<file path="config.mk">
export PLATFORM = sky130hd
export DESIGN_NAME = cldet_top
export DESIGN_NICKNAME = d
export VERILOG_FILES = /design/src/common/cldet_pkg.sv /design/src/common/cldet_meas_if.sv /design/src/hw/cldet_meas.sv /design/src/hw/cldet_top.sv
export SDC_FILE = /design/constraint.sdc
export NUM_CORES = 2
export LEC_CHECK = 0
export BUFFER_PORTS_ARGS = -buffer_cell sky130_fd_sc_hd__buf_4
export CAP_MARGIN = 15
export CORE_UTILIZATION = 63
export DETAILED_ROUTE_END_ITERATION = 6
export GPL_TIMING_DRIVEN = 0
export HOLD_SLACK_MARGIN = 0.1
export PLACE_DENSITY = 0.83
export SYNTH_ARGS = -nofsm -noshare
export SYNTH_HDL_FRONTEND = slang
export SYNTH_SLANG_ARGS = --single-unit
export TNS_END_PERCENT = 50
</file>
<file path="constraint.sdc">
create_clock -name CLOCK -period 10.78 [get_ports CLOCK]
set_input_delay 1.078 -clock CLOCK [delete_from_list [all_inputs] [get_ports CLOCK]]
set_output_delay 1.078 -clock CLOCK [all_outputs]
set_load 0.05 [all_outputs]
</file>
<file path="src/common/cldet_pkg.sv">
// Purpose: Shared constants and types of the cold-load / inrush detector
// Assumes: 32-bit AHB-Lite register bus, byte offsets below
// Notes:   Currents are unsigned magnitudes in one common scale
package cldet_pkg;

   // ---------------------------------------------------------------
   // Widths and timing
   // ---------------------------------------------------------------
   localparam int CUR_W = 16;
   localparam int CLK_HZ = 20_000_000;
   localparam int MS_PER_S = 1000;
   localparam int MS_TICK_CYC = CLK_HZ / MS_PER_S;
   localparam logic [15:0] WINDOW_MS = 16'h0050;
   localparam int HARM_PCT = 100;

   // ---------------------------------------------------------------
   // Register offsets
   // ---------------------------------------------------------------
   localparam logic [7:0] OFS_CTRL = 8'h00;
   localparam logic [7:0] OFS_IDLE = 8'h04;
   localparam logic [7:0] OFS_PICKUP = 8'h08;
   localparam logic [7:0] OFS_HOLD = 8'h0C;
   localparam logic [7:0] OFS_F2THR = 8'h10;
   localparam logic [7:0] OFS_ROUTE = 8'h14;
   localparam logic [7:0] OFS_STATUS = 8'h18;
   localparam logic [7:0] OFS_IRQ_STAT = 8'h1C;
   localparam logic [7:0] OFS_IRQ_MASK = 8'h20;
   localparam logic [7:0] OFS_LARGEST = 8'h24;

   // ---------------------------------------------------------------
   // Reset values
   // ---------------------------------------------------------------
   localparam logic RST_EN = 1'h0;
   localparam logic [15:0] RST_IDLE = 16'h0100;
   localparam logic [15:0] RST_PICKUP = 16'h0400;
   localparam logic [15:0] RST_HOLD = 16'h03E8;
   localparam logic [7:0] RST_F2THR = 8'h0F;
   localparam logic [11:0] RST_ROUTE = 12'h00F;
   localparam logic [3:0] RST_MASK = 4'h0;

   // ---------------------------------------------------------------
   // Field positions
   // ---------------------------------------------------------------
   localparam int CTRL_EN = 0;
   localparam int RT_COLD_OUT = 0;
   localparam int RT_INR_OUT = 1;
   localparam int RT_COLD_BLK = 2;
   localparam int RT_INR_BLK = 3;
   localparam int RT_VOUT_COLD = 4;
   localparam int RT_VOUT_INR = 5;
   localparam int RT_ALT_LSB = 8;
   localparam int RT_BASE_LSB = 10;
   localparam int GRP_W = 2;
   localparam int EV_COLD = 0;
   localparam int EV_INR = 1;
   localparam int EV_MISS = 2;
   localparam int EV_END = 3;
   localparam int EV_W = 4;
   localparam int ST_ARMED = 0;
   localparam int ST_RISE = 1;
   localparam int ST_ACTIVE = 2;
   localparam int ST_COLD = 3;
   localparam int ST_INR = 4;
   localparam int ST_HARM = 5;

   typedef enum logic [1:0] {S_WAIT, S_ARMED, S_RISE, S_ACTIVE}
      cldet_state_e;

endpackage

</file>
<file path="src/common/cldet_meas_if.sv">
// Purpose: Carries phase measurements to the magnitude evaluator
// Assumes: Three phases, magnitudes and second harmonic per phase
// Notes:   Evaluation results return on the same bundle
`timescale 1ns/1ps
interface cldet_meas_if #(parameter int W = cldet_pkg::CUR_W);
   logic [2:0][W-1:0] cur;
   logic [2:0][W-1:0] harm;
   logic [7:0] thr;
   logic [W-1:0] largest;
   logic harm_hit;

   modport src (output cur, output harm, output thr,
                input largest, input harm_hit);
   modport calc (input cur, input harm, input thr,
                 output largest, output harm_hit);
endinterface

</file>
<file path="src/hw/cldet_meas.sv">
// Purpose: Largest phase magnitude and second-harmonic ratio check
// Assumes: Fundamental magnitude equals the phase current input
// Notes:   Purely combinational; ratio compared without division
`timescale 1ns/1ps
module cldet_meas #(
   parameter int W = cldet_pkg::CUR_W
) (
   cldet_meas_if.calc m
);
   localparam int PW = W + 8;

   logic [2:0] hit;
   logic [W-1:0] max_ab;

   // ---------------------------------------------------------------
   // Per phase ratio test: harm / cur > thr percent
   // ---------------------------------------------------------------
   for (genvar i = 0; i < 3; i++) begin : g_phase
      logic [PW-1:0] lhs;
      logic [PW-1:0] rhs;
      assign lhs = PW'(m.harm[i]) * PW'(cldet_pkg::HARM_PCT);
      assign rhs = PW'(m.cur[i]) * PW'(m.thr);
      assign hit[i] = lhs > rhs;
   end

   assign m.harm_hit = |hit;

   // Supervised quantity is the largest phase
   assign max_ab = (m.cur[0] > m.cur[1]) ? m.cur[0] : m.cur[1];
   assign m.largest = (max_ab > m.cur[2]) ? max_ab : m.cur[2];

endmodule // cldet_meas

</file>
<file path="src/hw/cldet_top.sv">
// Purpose: Cold-load pick-up and inrush detector with AHB-Lite registers
// Assumes: Inputs synchronous to CLOCK; zero-wait bus slave
// Notes:   CE low freezes all state, bus included; drop it only when idle
//
// Our own choices: the AHB-Lite slave port and the address map.
`timescale 1ns/1ps

// Function
// Cold load needs all phases below idle, then one above pick-up in 80 ms.
// A recognised cold load drives the cold-load output for the hold time.
// Cold-load and inrush outputs feed both output and blocking matrices.
// The outputs can select the setting group through virtual outputs.
// Inrush also needs one phase's second-harmonic ratio above threshold.
// A zero second-harmonic threshold makes inrush follow cold load.
// Pick-up is compared against the largest of the three phase currents.
// Current between idle and pick-up for over 80 ms gives no cold load.
// Cold load lasts the hold time or while current stays above pick-up.
// After an output ends, all phases must fall below idle to re-arm.
module cldet_top #(
   parameter int TICK_CYC = cldet_pkg::MS_TICK_CYC,
   parameter int W = cldet_pkg::CUR_W
) (
   input wire logic CLOCK,
   input wire logic RST_B,
   input wire logic CE,
   input wire logic HSEL,
   input wire logic [31:0] HADDR,
   input wire logic [1:0] HTRANS,
   input wire logic HWRITE,
   input wire logic [2:0] HSIZE,
   input wire logic [31:0] HWDATA,
   input wire logic HREADY,
   output logic [31:0] HRDATA,
   output logic HREADYOUT,
   output logic HRESP,
   input wire logic [W-1:0] PHASE_A_CURRENT,
   input wire logic [W-1:0] PHASE_B_CURRENT,
   input wire logic [W-1:0] PHASE_C_CURRENT,
   input wire logic [W-1:0] PHASE_A_SECOND,
   input wire logic [W-1:0] PHASE_B_SECOND,
   input wire logic [W-1:0] PHASE_C_SECOND,
   output logic COLD_START_FLAG,
   output logic INRUSH_FLAG,
   output logic OUTMTX_COLD,
   output logic OUTMTX_INRUSH,
   output logic BLKMTX_COLD,
   output logic BLKMTX_INRUSH,
   output logic [1:0] SETTING_GROUP,
   output logic IRQ
);
   localparam int CYC_W = $clog2(TICK_CYC + 1);

   cldet_pkg::cldet_state_e st_q, st_d;
   logic ctrl_en_q;
   logic [W-1:0] idle_q, pickup_q;
   logic [15:0] hold_q, ms_q;
   logic [7:0] thr_q;
   logic [11:0] route_q;
   logic [3:0] stat_q, mask_q, ev, w1c;
   logic [CYC_W-1:0] cyc_q;
   logic cold_q, inr_q, cold_d, inr_d;
   logic outm_cold_q, outm_inr_q, blk_cold_q, blk_inr_q, irq_q;
   logic [1:0] grp_q, alt_grp;
   logic idle, above, win_out, hold_done, thr_zero, inr_ok;
   logic vsel, end_ok, zero_ce;
   logic take, wr_pend_q, wr_ok;
   logic [7:0] wr_addr_q;
   logic [31:0] rdata_q, rd_mux;

   // ---------------------------------------------------------------
   // Measurement evaluation
   // ---------------------------------------------------------------
   cldet_meas_if #(.W(W)) meas ();

   assign meas.cur = {PHASE_C_CURRENT, PHASE_B_CURRENT, PHASE_A_CURRENT};
   assign meas.harm = {PHASE_C_SECOND, PHASE_B_SECOND, PHASE_A_SECOND};
   assign meas.thr = thr_q;

   cldet_meas #(.W(W)) u_meas (
      .m(meas.calc)
   );

   assign idle = meas.largest < idle_q;
   assign above = meas.largest > pickup_q;
   assign win_out = ms_q >= cldet_pkg::WINDOW_MS;
   assign hold_done = ms_q >= hold_q;
   assign thr_zero = thr_q == 8'h00;
   assign inr_ok = thr_zero | meas.harm_hit;
   assign end_ok = (hold_done & ~above) | ~ctrl_en_q;
   assign zero_ce = thr_zero & CE;

   // ---------------------------------------------------------------
   // Detection sequence
   // ---------------------------------------------------------------
   always_comb begin
      st_d = st_q;
      case (st_q)
         cldet_pkg::S_WAIT: begin
            if (idle) begin
               st_d = cldet_pkg::S_ARMED;
            end
         end
         cldet_pkg::S_ARMED: begin
            if (above) begin
               st_d = cldet_pkg::S_ACTIVE;
            end else if (!idle) begin
               st_d = cldet_pkg::S_RISE;
            end
         end
         cldet_pkg::S_RISE: begin
            if (above) begin
               st_d = cldet_pkg::S_ACTIVE;
            end else if (idle) begin
               st_d = cldet_pkg::S_ARMED;
            end else if (win_out) begin
               st_d = cldet_pkg::S_WAIT;
            end
         end
         cldet_pkg::S_ACTIVE: begin
            // Ends once hold time is spent and current has fallen, or at once when ctrl_en_q is cleared
            if (hold_done && !above) begin
               st_d = cldet_pkg::S_WAIT;
            end
         end
         default: st_d = cldet_pkg::S_WAIT;
      endcase
      if (!ctrl_en_q) begin
         st_d = cldet_pkg::S_WAIT;
      end
   end

   assign cold_d = st_d == cldet_pkg::S_ACTIVE;
   assign inr_d = cold_d & inr_ok;

   always_ff @(posedge CLOCK) begin
      if (!RST_B) begin
         st_q <= cldet_pkg::S_WAIT;
         cold_q <= 1'b0;
         inr_q <= 1'b0;
      end else if (CE) begin
         st_q <= st_d;
         cold_q <= cold_d;
         inr_q <= inr_d;
      end
   end

   // Shared millisecond timer, restarted on every state change so the
   // window and hold both start exactly at their entry edge
   always_ff @(posedge CLOCK) begin
      if (!RST_B) begin
         cyc_q <= '0;
         ms_q <= 16'h0000;
      end else if (CE) begin
         if (st_d != st_q) begin
            cyc_q <= '0;
            ms_q <= 16'h0000;
         end else if (cyc_q == CYC_W'(TICK_CYC - 1)) begin
            cyc_q <= '0;
            if (ms_q != 16'hFFFF) begin
               ms_q <= ms_q + 16'h0001;
            end
         end else begin
            cyc_q <= cyc_q + CYC_W'(1);
         end
      end
   end

   // ---------------------------------------------------------------
   // Matrix routing and setting-group selection
   // ---------------------------------------------------------------
   assign vsel = (cold_q & route_q[cldet_pkg::RT_VOUT_COLD])
               | (inr_q & route_q[cldet_pkg::RT_VOUT_INR]);
   assign alt_grp = vsel
      ? route_q[cldet_pkg::RT_ALT_LSB +: cldet_pkg::GRP_W]
      : route_q[cldet_pkg::RT_BASE_LSB +: cldet_pkg::GRP_W];

   always_ff @(posedge CLOCK) begin
      if (!RST_B) begin
         outm_cold_q <= 1'b0;
         outm_inr_q <= 1'b0;
         blk_cold_q <= 1'b0;
         blk_inr_q <= 1'b0;
         grp_q <= 2'h0;
      end else if (CE) begin
         outm_cold_q <= cold_q & route_q[cldet_pkg::RT_COLD_OUT];
         outm_inr_q <= inr_q & route_q[cldet_pkg::RT_INR_OUT];
         blk_cold_q <= cold_q & route_q[cldet_pkg::RT_COLD_BLK];
         blk_inr_q <= inr_q & route_q[cldet_pkg::RT_INR_BLK];
         grp_q <= alt_grp;
      end
   end

   // ---------------------------------------------------------------
   // Events and interrupt
   // ---------------------------------------------------------------
   assign ev[cldet_pkg::EV_COLD] = cold_d & ~cold_q;
   assign ev[cldet_pkg::EV_INR] = inr_d & ~inr_q;
   assign ev[cldet_pkg::EV_MISS] = ctrl_en_q & win_out & ~above & ~idle
                                 & (st_q == cldet_pkg::S_RISE);
   assign ev[cldet_pkg::EV_END] = ~cold_d & cold_q;

   assign w1c = (wr_ok && wr_addr_q == cldet_pkg::OFS_IRQ_STAT)
              ? HWDATA[cldet_pkg::EV_W-1:0] : 4'h0;

   always_ff @(posedge CLOCK) begin
      if (!RST_B) begin
         stat_q <= 4'h0;
         irq_q <= 1'b0;
      end else if (CE) begin
         // A new event beats a simultaneous clear
         stat_q <= (stat_q & ~w1c) | ev;
         irq_q <= |(stat_q & mask_q);
      end
   end

   // ---------------------------------------------------------------
   // AHB-Lite slave
   // ---------------------------------------------------------------
   assign take = HSEL & HTRANS[1] & HREADY;
   assign wr_ok = wr_pend_q;

   always_comb begin
      rd_mux = 32'h0000_0000;
      case (HADDR[7:0])
         cldet_pkg::OFS_CTRL: rd_mux[cldet_pkg::CTRL_EN] = ctrl_en_q;
         cldet_pkg::OFS_IDLE: rd_mux[W-1:0] = idle_q;
         cldet_pkg::OFS_PICKUP: rd_mux[W-1:0] = pickup_q;
         cldet_pkg::OFS_HOLD: rd_mux[15:0] = hold_q;
         cldet_pkg::OFS_F2THR: rd_mux[7:0] = thr_q;
         cldet_pkg::OFS_ROUTE: rd_mux[11:0] = route_q;
         cldet_pkg::OFS_STATUS: begin
            rd_mux[cldet_pkg::ST_ARMED] = st_q == cldet_pkg::S_ARMED;
            rd_mux[cldet_pkg::ST_RISE] = st_q == cldet_pkg::S_RISE;
            rd_mux[cldet_pkg::ST_ACTIVE] = st_q == cldet_pkg::S_ACTIVE;
            rd_mux[cldet_pkg::ST_COLD] = cold_q;
            rd_mux[cldet_pkg::ST_INR] = inr_q;
            rd_mux[cldet_pkg::ST_HARM] = meas.harm_hit;
         end
         cldet_pkg::OFS_IRQ_STAT: rd_mux[3:0] = stat_q;
         cldet_pkg::OFS_IRQ_MASK: rd_mux[3:0] = mask_q;
         cldet_pkg::OFS_LARGEST: rd_mux[W-1:0] = meas.largest;
         default: rd_mux = 32'h0000_0000;
      endcase
   end

   always_ff @(posedge CLOCK) begin
      if (!RST_B) begin
         wr_pend_q <= 1'b0;
         wr_addr_q <= 8'h00;
         rdata_q <= 32'h0000_0000;
      end else if (CE) begin
         wr_pend_q <= take & HWRITE & (HSIZE == 3'h2);
         wr_addr_q <= HADDR[7:0];
         rdata_q <= (take & ~HWRITE) ? rd_mux : 32'h0000_0000;
      end
   end

   always_ff @(posedge CLOCK) begin
      if (!RST_B) begin
         ctrl_en_q <= cldet_pkg::RST_EN;
         idle_q <= W'(cldet_pkg::RST_IDLE);
         pickup_q <= W'(cldet_pkg::RST_PICKUP);
         hold_q <= cldet_pkg::RST_HOLD;
         thr_q <= cldet_pkg::RST_F2THR;
         route_q <= cldet_pkg::RST_ROUTE;
         mask_q <= cldet_pkg::RST_MASK;
      end else if (CE && wr_ok) begin
         case (wr_addr_q)
            cldet_pkg::OFS_CTRL: ctrl_en_q <= HWDATA[cldet_pkg::CTRL_EN];
            cldet_pkg::OFS_IDLE: idle_q <= HWDATA[W-1:0];
            cldet_pkg::OFS_PICKUP: pickup_q <= HWDATA[W-1:0];
            cldet_pkg::OFS_HOLD: hold_q <= HWDATA[15:0];
            cldet_pkg::OFS_F2THR: thr_q <= HWDATA[7:0];
            cldet_pkg::OFS_ROUTE: route_q <= HWDATA[11:0];
            cldet_pkg::OFS_IRQ_MASK: mask_q <= HWDATA[3:0];
            default: ;
         endcase
      end
   end

   assign HRDATA = rdata_q;
   assign HREADYOUT = 1'b1;
   assign HRESP = 1'b0;
   assign COLD_START_FLAG = cold_q;
   assign INRUSH_FLAG = inr_q;
   assign OUTMTX_COLD = outm_cold_q;
   assign OUTMTX_INRUSH = outm_inr_q;
   assign BLKMTX_COLD = blk_cold_q;
   assign BLKMTX_INRUSH = blk_inr_q;
   assign SETTING_GROUP = grp_q;
   assign IRQ = irq_q;
endmodule // cldet_top

</file>
==> metrics.md <==
| Metric | Value |
|---|---|
| Critical Path Fanout Max | `10` |
| Synth Area per Inst | `8.14 um^2` |
| Wire length per cell | `18.2 um` |
| Post-Syn Area | `26,600 um^2` |
| Asr flop ratio synth | `0` |
| Slew headroom | `0.248` |
| Synth cell types | `78` |
| RSZ-0062 raised after global routing | `no` |
| H-tree depth | `4` |
| Area leader, netlist | `fa_1` |
| Static leakage | `14.3 nW` |
| Die H | `207 um` |
| Layout overhead on the synthesized area | `8.64%` |
| Hold WC Path Type | `reg -> reg` |
| Cell Rows | `74` |
| Max VDD drop | `129 uV` |
| Xor/xnor share of the synthesized area | `0.0319` |
| Initial DRC Count | `1,811` |
| CTS root buffer | `clkbuf_16` |
| Setup TNS | `0 ns` |
| Chip Width | `207 um` |
| Core ar. | `41,200 um^2` |
| Antenna Nets Post-Route | `0` |
| Setup crit end kind | `register` |
| DP Cell Count | `3,938` |
| Synth warnings | `0` |
| Layout cell share with drive strength beyond 1 | `0.0643` |
| Seq/Total Area, Yosys | `0.108` |
| Pre-Repair DR Iteration Count | `7` |
| Largest net degree at the start of global routing | `17` |
| Via density | `6.02` |
| Post-Syn Instances | `3,269` |
| Global route overflow | `0` |
| Worst Skew | `0.00903 ns` |
| Final nets | `4,314` |
| Pwr dens | `124 nW/um^2` |
| Fin cells | `3,972` |
| DR vias | `23,929` |
| PostCTS Resize Cnt | `0` |
| Post-synthesis adder-cell area fraction | `0.418` |
| Routed WL | `72,500 um` |
| Largest family of logic cells by synthesized area | `adder cells` |
| CP Data Arrival Time | `10.53 ns` |
| Hold Path Cell Cnt | `2` |
| Total clock sinks | `144` |
| Minimum hold slack | `0.465 ns` |
| Fmax | `0.0979 GHz` |
| Minimum clock period after layout | `10.21 ns` |
| DR DRC count | `0` |
| Synth top area cells | `fa_1, ha_1, dfxtp_1, inv_1, nand2_1` |
| Max-slew violation count | `0` |
| Post-synth top flop | `dfxtp_1` |
| Initial Utilization | `0.646` |
| GRT Total Usage | `0.338` |
| Measured slew at the worst slew-check pin | `1.13 ns` |
| Status | `completed` |
| Final Hold Vio Count | `0` |
| CTS tree | `done` |
| Worst path required time | `11.10 ns` |
| Final period util | `0.947` |
| Die ar. | `43,100 um^2` |
| Dpl hpwl | `60,100 um` |
| Seq cells post-synth | `144` |
| Number of global-route vias before repair | `24,294` |
| Synthesized-area fraction occupied by and/or/nand/nor cells | `0.176` |
| Post-synth EDFFs | `0` |
| CTS buffer count | `17` |
| GPL Wtd Cong | `0.963` |
| Worst-skew pair later-pin latency | `0.43 ns` |
| First-pass GRT wire length | `119,000 um` |
| Most common cell after layout, fill and taps aside | `inv_1` |
| Crit path launch type | `input port` |
| Worst reg2reg path depth | `29` |
| IO buf count | `121` |
| CP Class | `in -> reg` |
| Most frequent cells in the layout | `inv_1, ha_1, nand2_1, fa_1, and2_1` |
| Max-cap violations | `0` |
| Critical Path Slowest Stage Cell | `o21ai_0` |
| Cts hold-fix bufs | `0` |
| I/O pins | `214` |
| Crit path top cell by count | `clkbuf_1` |
| Compound-Gate Fraction of Synth Area | `0.136` |
| Final core utilization | `0.701` |
| Max stage delay on crit path | `0.72 ns` |
| Post-synth top area share | `0.214` |
| Initial antenna violation count | `1` |
| Setup bufs post-CTS | `0` |
| Clock transition at path regs | `0.06 ns` |
| Clock Tree Buf Depth | `2` |
| Setup Viol. Count Final | `0` |
| Mux contribution to synthesized area | `0.0266` |
## final cells by class
cell class	instances	area, um^2
multi-input cells	2433	21000
fillers	3285	12300
flip-flops and latches	144	2880
inverters	551	2070
repair buffers	121	908
plain buffers	157	673
well taps	532	666
clock buffers	22	484
clock inverters	10	174
diodes	2	5.00
## sequential cells by signal, summed over array words and instances, names as in the netlist, 8 cells and up
name and flops:
HRDATA 16, cyc_q 15, hold_q 16, idle_q 16
meas.thr 8, ms_q 16, pickup_q 16, route_q 12
wr_addr_q 8
## final timing paths
check | slack, ns | startpoint | endpoint
max | 0.57 | PHASE_B_CURRENT[12] | cyc_q[2]
min | 0.46 | hold_q[2] | hold_q[2]
max reg2reg | 2.08 | meas.thr[2] | HRDATA[5]
min reg2reg | 0.46 | hold_q[2] | hold_q[2]
## cells in the mapped netlist, types with 7 or more instances
master / instances
a31oi_1: 13
and2_1: 174
nand2b_1: 15
nand2_1: 411
a21boi_0: 11
buf_4: 19
dfxtp_1: 144
or4_1: 8
nor3_1: 32
a211oi_1: 18
o211ai_1: 26
a222oi_1: 7
nor2_1: 164
mux2_2: 14
or3_1: 16
xnor2_1: 66
ha_1: 433
inv_1: 548
o21ai_0: 100
a31o_2: 10
nor2b_1: 20
o41ai_1: 11
and3_1: 17
clkbuf_1: 125
nor4_1: 18
o31ai_1: 15
a21oi_1: 163
mux2i_1: 55
fa_1: 285
nand4_1: 33
buf_1: 8
o21bai_1: 20
a22oi_1: 22
o21a_1: 17
xor2_1: 31
nand3_1: 54
a21o_1: 52
## worst max-delay path, delay by kind of cell
kind            cells  cell delay (ns)
mux                 1             0.45
compound gates     13             3.92
buf+inv             5             1.77
simple gates        9             2.26
fa+ha+maj           3             1.03
## stage by stage
step                      instance area [um^2]  setup slack [ns]  power (mW)
after floorplan                          26700              2.63        2.38
after global placement                   28200             0.534        2.79
after detailed placement                 28200             0.485        2.91
after CTS                                28900             0.922        3.58
after global routing                     28900            0.0475        3.97
final                                    28900             0.568        3.60
## report_power, final
part / internal (mW) / total [mW] / switching, mW
Combinational: 1.05 / 2.40 / 1.34
Sequential: 0.535 / 0.538 / 0.00305
Clock: 0.416 / 0.658 / 0.243
Total: 2.01 / 3.60 / 1.59
## routing by layer
| layer | routed length, um | GRT usage | vias to the layer above |
|---|---|---|---|
| li1 | - | - | 11025 |
| met1 | 29400 | 0.430 | 11704 |
| met2 | 35100 | 0.582 | 1020 |
| met3 | 5710 | 0.0511 | 180 |
| met4 | 2310 | 0.118 | 0 |
| met5 | 0 | 0 | - |
## kinds of logic after synthesis
kind of cell    count (synthesis)
mux                            69
compound gates                546
xor+xnor                       97
simple gates                  985
buf+inv                       708
fa+ha+maj                     718
other cells                     2
flops                         144
No activity file was read; power rests on OpenSTA's default activity.
